[src/stws_regs.svh]
// Constants for the sensor two-wire slave with alert response
`ifndef STWS_REGS_SVH
`define STWS_REGS_SVH
`define STWS_ADDR_BASE 6'h24
`define STWS_GCALL_ADDR 7'h00
`define STWS_ARA_BYTE 8'h19
`define STWS_GC_LATCH 8'h04
`define STWS_GC_RESET 8'h06
`define STWS_CLK_HZ 10000000
`define STWS_TIMEOUT_MS 54
`define STWS_TIMEOUT_CYC ((`STWS_CLK_HZ / 1000) * `STWS_TIMEOUT_MS)
`endif

[src/stws_pkg.sv]
// Types for the sensor two-wire slave
package stws_pkg;
	typedef enum logic [2:0] {
		ST_IDLE,
		ST_ADDR,
		ST_ACK,
		ST_RX,
		ST_TX,
		ST_TX_ACK
	} stws_state_t;
	typedef enum logic [1:0] {
		KIND_NONE,
		KIND_READ,
		KIND_ARA,
		KIND_GCALL
	} stws_kind_t;
endpackage

[src/stws_stuck_timer.sv]
// Bus-stuck timer: pulses when a line stays low too long inside a frame
`timescale 1ns/1ps
`include "stws_regs.svh"
module stws_stuck_timer #(
	parameter int unsigned LIMIT = `STWS_TIMEOUT_CYC
) (
	input wire logic clk_in, // System clock
	input wire logic rst_n_in, // Synchronous reset
	input wire logic run_in, // Frame active and a line is low
	output logic expire_out // One-cycle timeout pulse
);
	logic [31:0] cnt_q;
	logic [31:0] cnt_d;
	logic expire_d;
	logic expire_q;

	always_comb begin
		cnt_d = '0;
		expire_d = 1'b0;
		if (run_in) begin
			if (cnt_q == LIMIT - 1) begin
				expire_d = 1'b1; // see RL11
			end else begin
				cnt_d = cnt_q + 32'h1;
			end
		end
	end

	always_ff @(posedge clk_in) begin
		if (!rst_n_in) begin
			cnt_q <= '0;
			expire_q <= 1'b0;
		end else begin
			cnt_q <= cnt_d;
			expire_q <= expire_d;
		end
	end

	assign expire_out = expire_q;

	expire_bound_a: assert property (@(posedge clk_in) disable iff (!rst_n_in)
		expire_out |-> $past(run_in)) // see RL11
		else $error("timeout fired without a stuck line");
endmodule

[src/stws_slave.sv]
// Two-wire slave: reads, alert response, general call and timeout
// Rules from the document
// RL1 - Acknowledge own address before read data
// RL2 - Send upper byte, then lower byte
// RL3 - Master acknowledges; nack, start, stop end
// RL4 - Master sends alert response command
// RL5 - Alarm active: ack alert, return address
// RL6 - Alert address last bit gives limit side
// RL7 - Arbitrate address; winner clears alarm
// RL8 - Acknowledge general call, take command byte
// RL9 - Command 04 relatches address pin
// RL10 - Command 06 relatches and resets registers
// RL11 - Line low 54 ms in frame resets
// RL12 - After timeout release bus, await start
// RL13 - Master keeps clock at least 1 kHz
// RL14 - Start is SDA fall with SCL high
// RL15 - Stop is SDA rise with SCL high
// RL16 - Any byte count between start, stop
// RL17 - Ack holds SDA low on ninth pulse
// RL18 - Both lines high means idle bus
// RL19 - Read uses last written register index
// RL20 - Address 1001000 or 1001001 from pin
// RL21 - Alarm held until read or alert response
// RL22 - Ignore all other addresses
`timescale 1ns/1ps
`include "stws_regs.svh"
module stws_slave #(
	parameter int unsigned TIMEOUT_CYC = `STWS_TIMEOUT_CYC
) (
	input wire logic clk_in, // System clock, 10 MHz
	input wire logic rst_n_in, // Synchronous reset, active low
	input wire logic scl_in, // Bus clock level
	input wire logic sda_in, // Bus data level
	output logic sda_out, // Data drive value, always low
	output logic sda_oe_out, // High while pulling data low
	input wire logic address_select_pin_in, // Address select strap
	input wire logic [7:0] reg_index_in, // Last written register index
	input wire logic [15:0] reg_data_in, // Contents of indexed register
	input wire logic alarm_in, // Alarm output is active
	input wire logic alarm_high_in, // Alarm was from upper limit
	output logic reg_read_out, // Pulse: a register read began
	output logic alarm_clear_out, // Pulse: alert response won
	output logic regs_reset_out, // Pulse: general call reset
	output logic busy_out // Frame in progress
);
	stws_pkg::stws_state_t st_q, st_d;
	stws_pkg::stws_kind_t kind_q, kind_d;
	logic scl_q, sda_q;
	logic [7:0] sh_q, sh_d;
	logic [3:0] bit_q, bit_d;
	logic [15:0] tx_q, tx_d;
	logic byte2_q, byte2_d;
	logic busy_q, busy_d;
	logic pin_q, pin_d;
	logic oe_q, oe_d;
	logic lost_q, lost_d;
	logic gc_cmd_q, gc_cmd_d;
	logic rd_d, clr_d, rst_d;
	logic rd_q, clr_q, rst_q;
	logic start_ev, stop_ev, scl_rise, scl_fall, tmo;
	logic [6:0] my_addr;
	logic [7:0] byte_in;
	logic tmo_scl, tmo_sda;

	assign start_ev = scl_in && scl_q && sda_q && !sda_in; // see RL14
	assign stop_ev = scl_in && scl_q && !sda_q && sda_in; // see RL15
	assign scl_rise = scl_in && !scl_q;
	assign scl_fall = !scl_in && scl_q;
	assign my_addr = {`STWS_ADDR_BASE, pin_q}; // see RL20
	assign byte_in = {sh_q[6:0], sda_in};

	// One counter per line: a line that toggles resets only its own count
	stws_stuck_timer #(.LIMIT(TIMEOUT_CYC)) u_scl_timer (
		.clk_in(clk_in),
		.rst_n_in(rst_n_in),
		.run_in(busy_q && !scl_in), // see RL11
		.expire_out(tmo_scl)
	);
	stws_stuck_timer #(.LIMIT(TIMEOUT_CYC)) u_sda_timer (
		.clk_in(clk_in),
		.rst_n_in(rst_n_in),
		.run_in(busy_q && !sda_in), // see RL11
		.expire_out(tmo_sda)
	);
	assign tmo = tmo_scl || tmo_sda;

	always_comb begin
		st_d = st_q;
		kind_d = kind_q;
		sh_d = sh_q;
		bit_d = bit_q;
		tx_d = tx_q;
		byte2_d = byte2_q;
		busy_d = busy_q;
		pin_d = pin_q;
		oe_d = oe_q;
		lost_d = lost_q;
		gc_cmd_d = gc_cmd_q;
		rd_d = 1'b0;
		clr_d = 1'b0;
		rst_d = 1'b0;
		if (tmo) begin
			// Release and wait for a fresh start
			st_d = stws_pkg::ST_IDLE; // see RL12
			oe_d = 1'b0;
			busy_d = 1'b0;
		end else if (start_ev) begin
			// A repeated start also ends any read in progress
			st_d = stws_pkg::ST_ADDR; // see RL3
			busy_d = 1'b1;
			bit_d = 4'h0;
			oe_d = 1'b0;
			pin_d = address_select_pin_in; // see RL20
			kind_d = stws_pkg::KIND_NONE;
		end else if (stop_ev) begin
			st_d = stws_pkg::ST_IDLE; // see RL18
			busy_d = 1'b0;
			oe_d = 1'b0;
		end else begin
			unique case (st_q)
			stws_pkg::ST_IDLE: begin
				oe_d = 1'b0;
			end
			stws_pkg::ST_ADDR, stws_pkg::ST_RX: begin
				if (scl_rise) begin
					sh_d = byte_in;
					bit_d = bit_q + 4'h1;
				end
				if (scl_fall && bit_q == 4'h8) begin
					bit_d = 4'h0;
					st_d = stws_pkg::ST_ACK;
					oe_d = 1'b0;
					if (st_q == stws_pkg::ST_ADDR) begin
						if (sh_q == {my_addr, 1'b1}) begin
							kind_d = stws_pkg::KIND_READ;
							oe_d = 1'b1; // see RL1
						end else if (sh_q == `STWS_ARA_BYTE && alarm_in) begin
							kind_d = stws_pkg::KIND_ARA;
							oe_d = 1'b1; // see RL5
						end else if (sh_q == {`STWS_GCALL_ADDR, 1'b0}) begin
							kind_d = stws_pkg::KIND_GCALL;
							gc_cmd_d = 1'b0;
							oe_d = 1'b1; // see RL8
						end else begin
							st_d = stws_pkg::ST_IDLE; // see RL22
						end
					end else if (kind_q == stws_pkg::KIND_GCALL && !gc_cmd_q) begin
						gc_cmd_d = 1'b1;
						oe_d = 1'b1; // see RL17
						if (sh_q == `STWS_GC_LATCH) begin
							pin_d = address_select_pin_in; // see RL9
						end else if (sh_q == `STWS_GC_RESET) begin
							pin_d = address_select_pin_in; // see RL10
							rst_d = 1'b1;
						end
					end else begin
						// Bytes after the command are not ours to take
						st_d = stws_pkg::ST_IDLE;
					end
				end
			end
			stws_pkg::ST_ACK: begin
				if (scl_fall) begin
					oe_d = 1'b0;
					unique case (kind_q)
					stws_pkg::KIND_READ: begin
						tx_d = reg_data_in; // see RL19
						rd_d = 1'b1; // see RL21
						byte2_d = 1'b0;
						// A loss left over from an alert must not mute a read
						lost_d = 1'b0;
						st_d = stws_pkg::ST_TX;
						oe_d = !reg_data_in[15]; // see RL2
					end
					stws_pkg::KIND_ARA: begin
						tx_d = {my_addr, alarm_high_in, 8'h00}; // see RL6
						lost_d = 1'b0;
						st_d = stws_pkg::ST_TX;
						oe_d = !my_addr[6];
					end
					default: begin
						st_d = stws_pkg::ST_RX;
					end
					endcase
				end
			end
			stws_pkg::ST_TX: begin
				if (scl_rise && !oe_q && !sda_in &&
					kind_q == stws_pkg::KIND_ARA) begin
					// Another responder drove low: stop driving
					lost_d = 1'b1; // see RL7
				end
				if (scl_fall) begin
					// Shift on the last fall too, so the low byte ends on top
					tx_d = {tx_q[14:0], 1'b0};
					if (bit_q == 4'h7) begin
						bit_d = 4'h0;
						oe_d = 1'b0;
						st_d = stws_pkg::ST_TX_ACK;
					end else begin
						bit_d = bit_q + 4'h1;
						oe_d = !tx_q[14] && !lost_d;
					end
				end
			end
			stws_pkg::ST_TX_ACK: begin
				if (scl_rise) begin
					if (kind_q == stws_pkg::KIND_ARA) begin
						clr_d = !lost_q; // see RL7
						st_d = stws_pkg::ST_IDLE;
					end else if (sda_in) begin
						st_d = stws_pkg::ST_IDLE; // see RL3
					end
				end
				if (scl_fall && kind_q == stws_pkg::KIND_READ) begin
					// Low byte follows; later bytes repeat the register
					st_d = stws_pkg::ST_TX; // see RL16
					if (!byte2_q) begin
						byte2_d = 1'b1; // see RL2
						oe_d = !tx_q[15];
					end else begin
						byte2_d = 1'b0;
						tx_d = reg_data_in; // see RL19
						oe_d = !reg_data_in[15];
					end
				end
			end
			default: st_d = stws_pkg::ST_IDLE;
			endcase
		end
	end

	always_ff @(posedge clk_in) begin
		if (!rst_n_in) begin
			st_q <= stws_pkg::ST_IDLE;
			kind_q <= stws_pkg::KIND_NONE;
			scl_q <= 1'b1;
			sda_q <= 1'b1;
			sh_q <= 8'h00;
			bit_q <= 4'h0;
			tx_q <= 16'h0000;
			byte2_q <= 1'b0;
			busy_q <= 1'b0;
			pin_q <= 1'b0;
			oe_q <= 1'b0;
			lost_q <= 1'b0;
			gc_cmd_q <= 1'b0;
			rd_q <= 1'b0;
			clr_q <= 1'b0;
			rst_q <= 1'b0;
		end else begin
			st_q <= st_d;
			kind_q <= kind_d;
			scl_q <= scl_in;
			sda_q <= sda_in;
			sh_q <= sh_d;
			bit_q <= bit_d;
			tx_q <= tx_d;
			byte2_q <= byte2_d;
			busy_q <= busy_d;
			pin_q <= pin_d;
			oe_q <= oe_d;
			lost_q <= lost_d;
			gc_cmd_q <= gc_cmd_d;
			rd_q <= rd_d;
			clr_q <= clr_d;
			rst_q <= rst_d;
		end
	end

	assign sda_out = 1'b0;
	assign sda_oe_out = oe_q;
	assign reg_read_out = rd_q;
	assign alarm_clear_out = clr_q;
	assign regs_reset_out = rst_q;
	assign busy_out = busy_q;

	timeout_release_a: assert property (@(posedge clk_in)
		disable iff (!rst_n_in) tmo |=> !sda_oe_out && !busy_out) // see RL12
		else $error("bus not released after timeout");
	start_busy_a: assert property (@(posedge clk_in)
		disable iff (!rst_n_in) start_ev && !tmo |=> busy_out) // see RL14
		else $error("start not recognised");
	stop_idle_a: assert property (@(posedge clk_in)
		disable iff (!rst_n_in) stop_ev && !tmo |=> !busy_out) // see RL15
		else $error("stop not recognised");
	ack_hold_a: assert property (@(posedge clk_in) disable iff (!rst_n_in)
		st_q == stws_pkg::ST_ACK && sda_oe_out && !scl_fall && !start_ev
		&& !stop_ev && !tmo |=> sda_oe_out) // see RL17
		else $error("ack released early");
	clear_win_a: assert property (@(posedge clk_in) disable iff (!rst_n_in)
		alarm_clear_out |-> $past(kind_q, 2) == stws_pkg::KIND_ARA) // see RL7
		else $error("alarm cleared outside alert response");
	ara_gate_a: assert property (@(posedge clk_in) disable iff (!rst_n_in)
		$rose(kind_q == stws_pkg::KIND_ARA) |-> $past(alarm_in)) // see RL5
		else $error("alert answered without alarm");
	read_pulse_a: assert property (@(posedge clk_in) disable iff (!rst_n_in)
		reg_read_out |-> kind_q == stws_pkg::KIND_READ
		&& st_q == stws_pkg::ST_TX) // see RL19
		else $error("read pulse out of place");
	gc_reset_a: assert property (@(posedge clk_in) disable iff (!rst_n_in)
		regs_reset_out |-> $past(kind_q, 1) == stws_pkg::KIND_GCALL
		&& $past(sh_q, 1) == `STWS_GC_RESET) // see RL10
		else $error("register reset without command");
	idle_quiet_a: assert property (@(posedge clk_in) disable iff (!rst_n_in)
		st_q == stws_pkg::ST_IDLE |-> !sda_oe_out) // see RL22
		else $error("data driven while idle");
	lost_quiet_a: assert property (@(posedge clk_in) disable iff (!rst_n_in)
		lost_q && kind_q == stws_pkg::KIND_ARA && st_q == stws_pkg::ST_TX
		|-> !sda_oe_out) // see RL7
		else $error("data driven after lost arbitration");
endmodule

[config.mk]
export PLATFORM = sky130hd
export DESIGN_NAME = stws_slave
export DESIGN_NICKNAME = d
export VERILOG_FILES = /design/src/stws_pkg.sv /design/src/stws_stuck_timer.sv /design/src/stws_slave.sv
export VERILOG_INCLUDE_DIRS = /design/src /design/src/src
export SDC_FILE = /design/constraint.sdc
export NUM_CORES = 1
export LEC_CHECK = 0
export BUFFER_PORTS_ARGS = -buffer_cell sky130_fd_sc_hd__buf_2
export CAP_MARGIN = 0
export CORE_ASPECT_RATIO = 0.8
export CORE_MARGIN = 1
export CORE_UTILIZATION = 63
export CTS_BUF_LIST = sky130_fd_sc_hd__clkbuf_8
export CTS_CLUSTER_DIAMETER = 200
export DETAILED_ROUTE_END_ITERATION = 16
export GPL_TIMING_DRIVEN = 1
export PLACE_DENSITY = 0.84
export SETUP_SLACK_MARGIN = 0.4
export SYNTH_ARGS = -nofsm -noshare
export SYNTH_HDL_FRONTEND = slang
export SYNTH_HIERARCHICAL = 1
export SYNTH_SLANG_ARGS = --single-unit
[constraint.sdc]
create_clock -name clk_in -period 2.9 [get_ports clk_in]
set_clock_uncertainty 0.15 [all_clocks]
set_input_delay 0.58 -clock clk_in [delete_from_list [all_inputs] [get_ports clk_in]]
set_output_delay 0.58 -clock clk_in [all_outputs]
set_load 0.02 [all_outputs]
# Word level (Yosys, flattened, before mapping)
# Cells that the tools add are included.
classes:
  addsub: 3
  eq_ne: 41
  muxes: 83
  bitwise_logic: 15
  reduce_logical: 66
ops:
  columns: ["cell", "n"]
  rows:
  - ["32-bit by 1-bit adder with 32-bit output (second input constant)", 2]
  - ["32-bit by 20-bit equality test with 1-bit output (second input constant)", 2]
  - ["16-bit 2-to-1 mux", 4]
  - ["16-bit case mux with 3 select lines", 1]
  - ["1-bit 2-to-1 mux", 44]
  - ["16-bit case mux with 2 select lines", 1]
  - ["3-bit 2-to-1 mux", 10]
  - ["7-bit AND reduction", 4]
  - ["2-bit 2-to-1 mux", 12]
  - ["4-bit 2-to-1 mux", 6]
  - ["2-bit != test (second input constant)", 12]
  - ["4-bit != test (second input constant)", 6]
  - ["9-bit AND reduction", 2]
  - ["1-bit logical AND", 17]
  - ["8-bit by 3-bit equality test with 1-bit output (second input constant)", 2]
  - ["2-bit nonzero test", 8]
  - ["1-bit inverter", 15]
  - ["3-bit case mux with 5 select lines", 1]
  - ["5-bit AND reduction", 3]
  - ["3-bit != test (second input constant)", 4]
  - ["6-bit AND reduction", 2]
  - ["1-bit logical NOT", 11]
  - ["3-bit nonzero test", 3]
  - ["9-bit OR reduction", 1]
  - ["27 further kinds", 35]
word_totals:
  ff_bits: 110
  in_bits: 31
  out_inout_bits: 6

# Depth between registers and ports, before layout
logic_depth:
  ltp_word: 15
  mapped_depth: 8
  depth_no_buf: 7

# Cells and area by module
# Netlist, hierarchy kept.
modules_own_cells:
  columns: ["module", "n_inst", "cells_each", "area_each_um2"]
  rows:
  - ["stws_slave", 1, 307, 2566.2]
  - ["stws_stuck_timer at u_scl_timer", 1, 188, 1634.1]
  - ["stws_stuck_timer at u_sda_timer", 1, 179, 1565.3]

# Worst setup path before layout
# Ideal clock, no wire load.
synth_path:
  kind: "flip-flop to flip-flop"
  start: "register u_sda_timer.cnt_q[0]"
  end: "register u_sda_timer.cnt_q[22]"
  setup_ns: 0.068
  t_arrival_ns: 2.007
  t_required_ns: 2.682
  setup_slack_ns: 0.675
  stages_incl_launch_ff: 7
  n_path_buf: 1
  period_less_slack_ns: 2.225
  path_cell_list: "dfxtp_1 -> ha_1 -> nand3_1 -> or4_1 -> buf_2 -> or4_4 -> a21oi_2"
synth_between:
  elab_chain_cells: 2
  word_cells_on_any_way: 3
synth_rtl:
  columns: ["element", "line", "rtl"]
  rows:
  - ["from (decl)", "stws_stuck_timer.sv:12", "logic [31:0] cnt_q;"]
  - ["from (signal assigned)", "stws_stuck_timer.sv:34", "cnt_q <= cnt_d;"]
  - ["parallel branches: the longest is 2 deep, another holds 32-bit by 1-bit adder with 32-bit output", null, null]
# Parallel ways; which one is timed is not known.
# A chain may end at the register's enable or synchronous reset.

# Final worst setup path
layout_path:
  start: "register kind_q[0]"
  end: "register tx_q[0]"
layout_between:
  elab_chain_cells: 4
  word_cells_on_any_way: 9
layout_rtl:
  columns: ["element", "line", "rtl"]
  rows:
  - ["from (decl)", "stws_slave.sv:47", "stws_pkg::stws_kind_t kind_q, kind_d;"]
  - ["from (signal assigned)", "stws_slave.sv:236", "kind_q <= stws_pkg::KIND_NONE;"]
  - ["from (signal assigned)", "stws_slave.sv:253", "kind_q <= kind_d;"]
  - ["2-bit equality test or 2-bit by 1-bit equality test with 1-bit output (tied branches)", "stws_slave.sv:165, stws_slave.sv:215", null]
  - ["16-bit case mux with 2 select lines or 1-bit logical AND (tied branches)", "stws_slave.sv:165, stws_slave.sv:215", null]
  - ["16-bit 2-to-1 mux or 2-bit != test (tied branches)", null, null]
  - ["16-bit case mux with 3 select lines or 9-bit AND reduction (tied branches)", null, null]
  - ["to (signal assigned)", "stws_slave.sv:258", "tx_q <= tx_d;"]
  - ["to (decl)", "stws_slave.sv:51", "logic [15:0] tx_q, tx_d;"]
# Several ways; a longest one is shown, not always the timed one. The select of a mux whose other input is x is not followed.

==> out/summary.txt <==
P_leak = 2.07 nW
Clk buf depth = 2
Adder-Cell Fraction of Synth Area = 1.52%
FFs w/ async S/R, synth = 0%
Clk pwr share = 37.4%
WL final = 13.0 mm
Final Cell Area = 6260 µm²
DIE HEIGHT = 87.6 µm
XOR/XNOR Fraction of Synth Area = 4.56%
Buffer and inverter count on the worst path = 2
Rel. slew slack = 51.4%
Ys flop type = dfxtp_1
Post-DP HPWL = 8.91 mm
Worst hold path class = primary input to flop
Initial Utilization = 66.5%
IO buf count = 27
Core region area = 8670 µm²
Final hold violation count = 0
Final slew viol count = 0
Fraction of the mapped netlist area in compound gates = 19.0%
Root Buffer = clkbuf_8
CP top delay family = simple AND/OR/NAND/NOR gates
Largest net degree at the start of global routing = 24
Mean Syn Cell Area = 8.55 µm²
Pwr Total = 0.00263 W
Width of the die = 109 µm
First-pass GRT wire length = 20.5 mm
Placed cell area = 5980 µm²
Worst setup EP type = flop
Crit Path Class = flop to flop
Global route total overflow = 0
Multiplexer share of the synthesized area = 1.91%
Max H-tree Level = 3
Std cell rows = 30
Routed WL per cell = 16.0 µm
Slowest-stage cell, CP = dfxtp_1
Drt drc = 0
Nets = 732
Post-DR vias/cell = 6.45
Clock sinks = 110
Synthesis-to-layout area growth = 8.62%
Simple-Gate Fraction of Synth Area = 31.0%
YS warnings = 6
Status = finished, final reports clean
Combinational Power Share = 4.6%
MaxCap Viol Count = 0
CTS Buf Count = 9
Register area share after synthesis = 38.2%
Int Power = 0.00204 W
Total global routing track utilization = 27.1%
TritonCTS clock tree = done
Most frequent cells in the layout = 108 x dfxtp_1, 54 x nand2_1, 44 x nor2_1
Switching share of power = 22.4%
GP Congestion = 0.933
Filler cell count = 651
Post-Syn Instances = 674
Clock-pin slew on the worst setup and hold paths = 0.10 ns
FMAX = 416 MHz
Fin Setup TNS = 0 ns
DR pass1 iterations = 5
IO Pins = 37
Sequential power share = 58.1%
GRT met1 Usage = 36.3%
Synth Net Count = 712
Skew-Pair Late Insertion Delay = 0.38 ns
M2 GR Usage = 44.0%
Psw = 0.000589 W
Final period utilization = 82.9%
Worst-Margin Slew = 0.727 ns
CP max stage delay = 0.42 ns
Max VDD drop = 0.393 mV
Iteration-0 DRC Markers = 485
EDFF count, synth = 0
Synthesized flop and latch total = 110
Cell Area, Synth = 5770 µm²
Most common cell after layout, fill and taps aside = dfxtp_1
Final setup violation count = 0
CP Cell Sequence = inv_1 -> ha_1 -> nor4b_2 -> a21oi_1 -> nor2_2 -> buf_4 -> nand3_1 -> a21boi_0
Vias post-DR = 5232
Post-route antenna net violation count = 0
CP Data Required Time = 3.05 ns
RSZ-0062 raised after global routing = false
Power Density = 419 nW/µm²
Ant diodes = 0
Met3 usage = 5.65%
Die area = 9540 µm²
Worst path arrival time = 2.56 ns
Vias in the first global route = 4427
Initial antenna violation count = 0
Fin crit period = 2.40 ns
Layout cell share with drive strength beyond 1 = 12.4%
CP max FO = 23
CP startpoint kind = flop
Post-synthesis cell type count = 62
Largest family of logic cells by synthesized area = simple AND/OR/NAND/NOR gates
Gr busiest metal = met2
## final cells by class
cell class	count	area [µm²]	area share, %
multi-input cells	518	3390	54.1
flip-flops and latches	110	2200	35.2
repair buffers	42	260	4.16
clock buffers	12	165	2.64
well taps	112	140	2.24
clock inverters	4	53.8	0.859
inverters	13	48.8	0.779
## worst register-to-register path: stages (launching register included)
cell and delay (ns):
dfxtp_1 0.42, inv_1 0.07, ha_1 0.35, nor4b_2 0.31
a21oi_1 0.19, nor2_2 0.23, buf_4 0.29, nand3_1 0.12
a21boi_0 0.21
## routing by layer
metal	share of wire (%)	routed length [µm]	up-vias
met5	0	0	-
met4	1.2	161	0
met3	6.3	820	19
met2	46	5950	187
met1	47	6060	2448
li1	-	-	2578
## path summary, 6_finish.rpt
check                        start                     to  slack, ns  depth (start not counted)
max                      kind_q[0]                tx_q[0]       0.50                          8
min          address_select_pin_in                  pin_q       0.33                          3
max reg2reg              kind_q[0]                tx_q[0]       0.50                          8
min reg2reg  u_sda_timer/cnt_q[31]  u_sda_timer/cnt_q[31]       0.35                          2
## power groups by stage
stage | sequential [W] | clock, W | combinational (W)
3_5_place_dp | 0.00156 | 0 | 0.000115
6_report | 0.00152 | 0.000981 | 0.000120
4_1_cts | 0.00152 | 0.00100 | 0.000117
2_1_floorplan | 0.00155 | 0 | 0.0000795
5_1_grt | 0.00153 | 0.00105 | 0.000130
3_3_place_gp | 0.00156 | 0 | 0.000113
## registers in the layout, summed over array words and instances, names as in the netlist, 2 cells and up
register,cells
u_scl_timer/cnt_q,32
u_sda_timer/cnt_q,32
tx_q,16
sh_q,8
bit_q,4
st_q,3
kind_q,2
## stage by stage
stage	hold WS [ns]	utilization (%)	worst slack [ns]	instances
floorplan	0.287	-	0.675	674
global placement	0.303	68.9	0.401	789
detailed placement	0.329	68.9	0.334	789
CTS	0.323	71.5	0.427	805
global route	0.334	72.2	0.365	811
finish	0.326	72.2	0.496	811
## cell usage after synthesis, drive strengths merged, types with 12 or more instances
cell type / count / area (µm²)
nand3: 37 / 185
xnor2: 20 / 175
nor3: 14 / 70.1
nor2b: 17 / 106
and4: 12 / 105
or3: 12 / 75.1
o31ai: 24 / 180
a21oi: 41 / 216
nand2: 54 / 203
buf: 13 / 91.3
nand4: 26 / 178
clkbuf: 21 / 78.8
inv: 13 / 48.8
dfxtp: 110 / 2200
o21ai: 29 / 145
or4: 24 / 203
nor4: 14 / 87.6
nor2: 46 / 178
## kinds of logic after synthesis
group	count (synthesis)
AO/OA/AOI/OAI	159
AND/OR/NAND/NOR	309
buffers and inverters	47
other	1
multiplexers	11
XOR/XNOR	30
adder cells (fa/ha/maj)	7
flip-flops	110
## repair_timing
action,in CTS,in global routing
setup endpoints to repair,4,27
gates cloned,0,1
buffers inserted,0,5
pin swaps,0,2
resized for setup,1,5
hold buffers,0,0
Note: power is estimated with default switching activity, not from simulation.
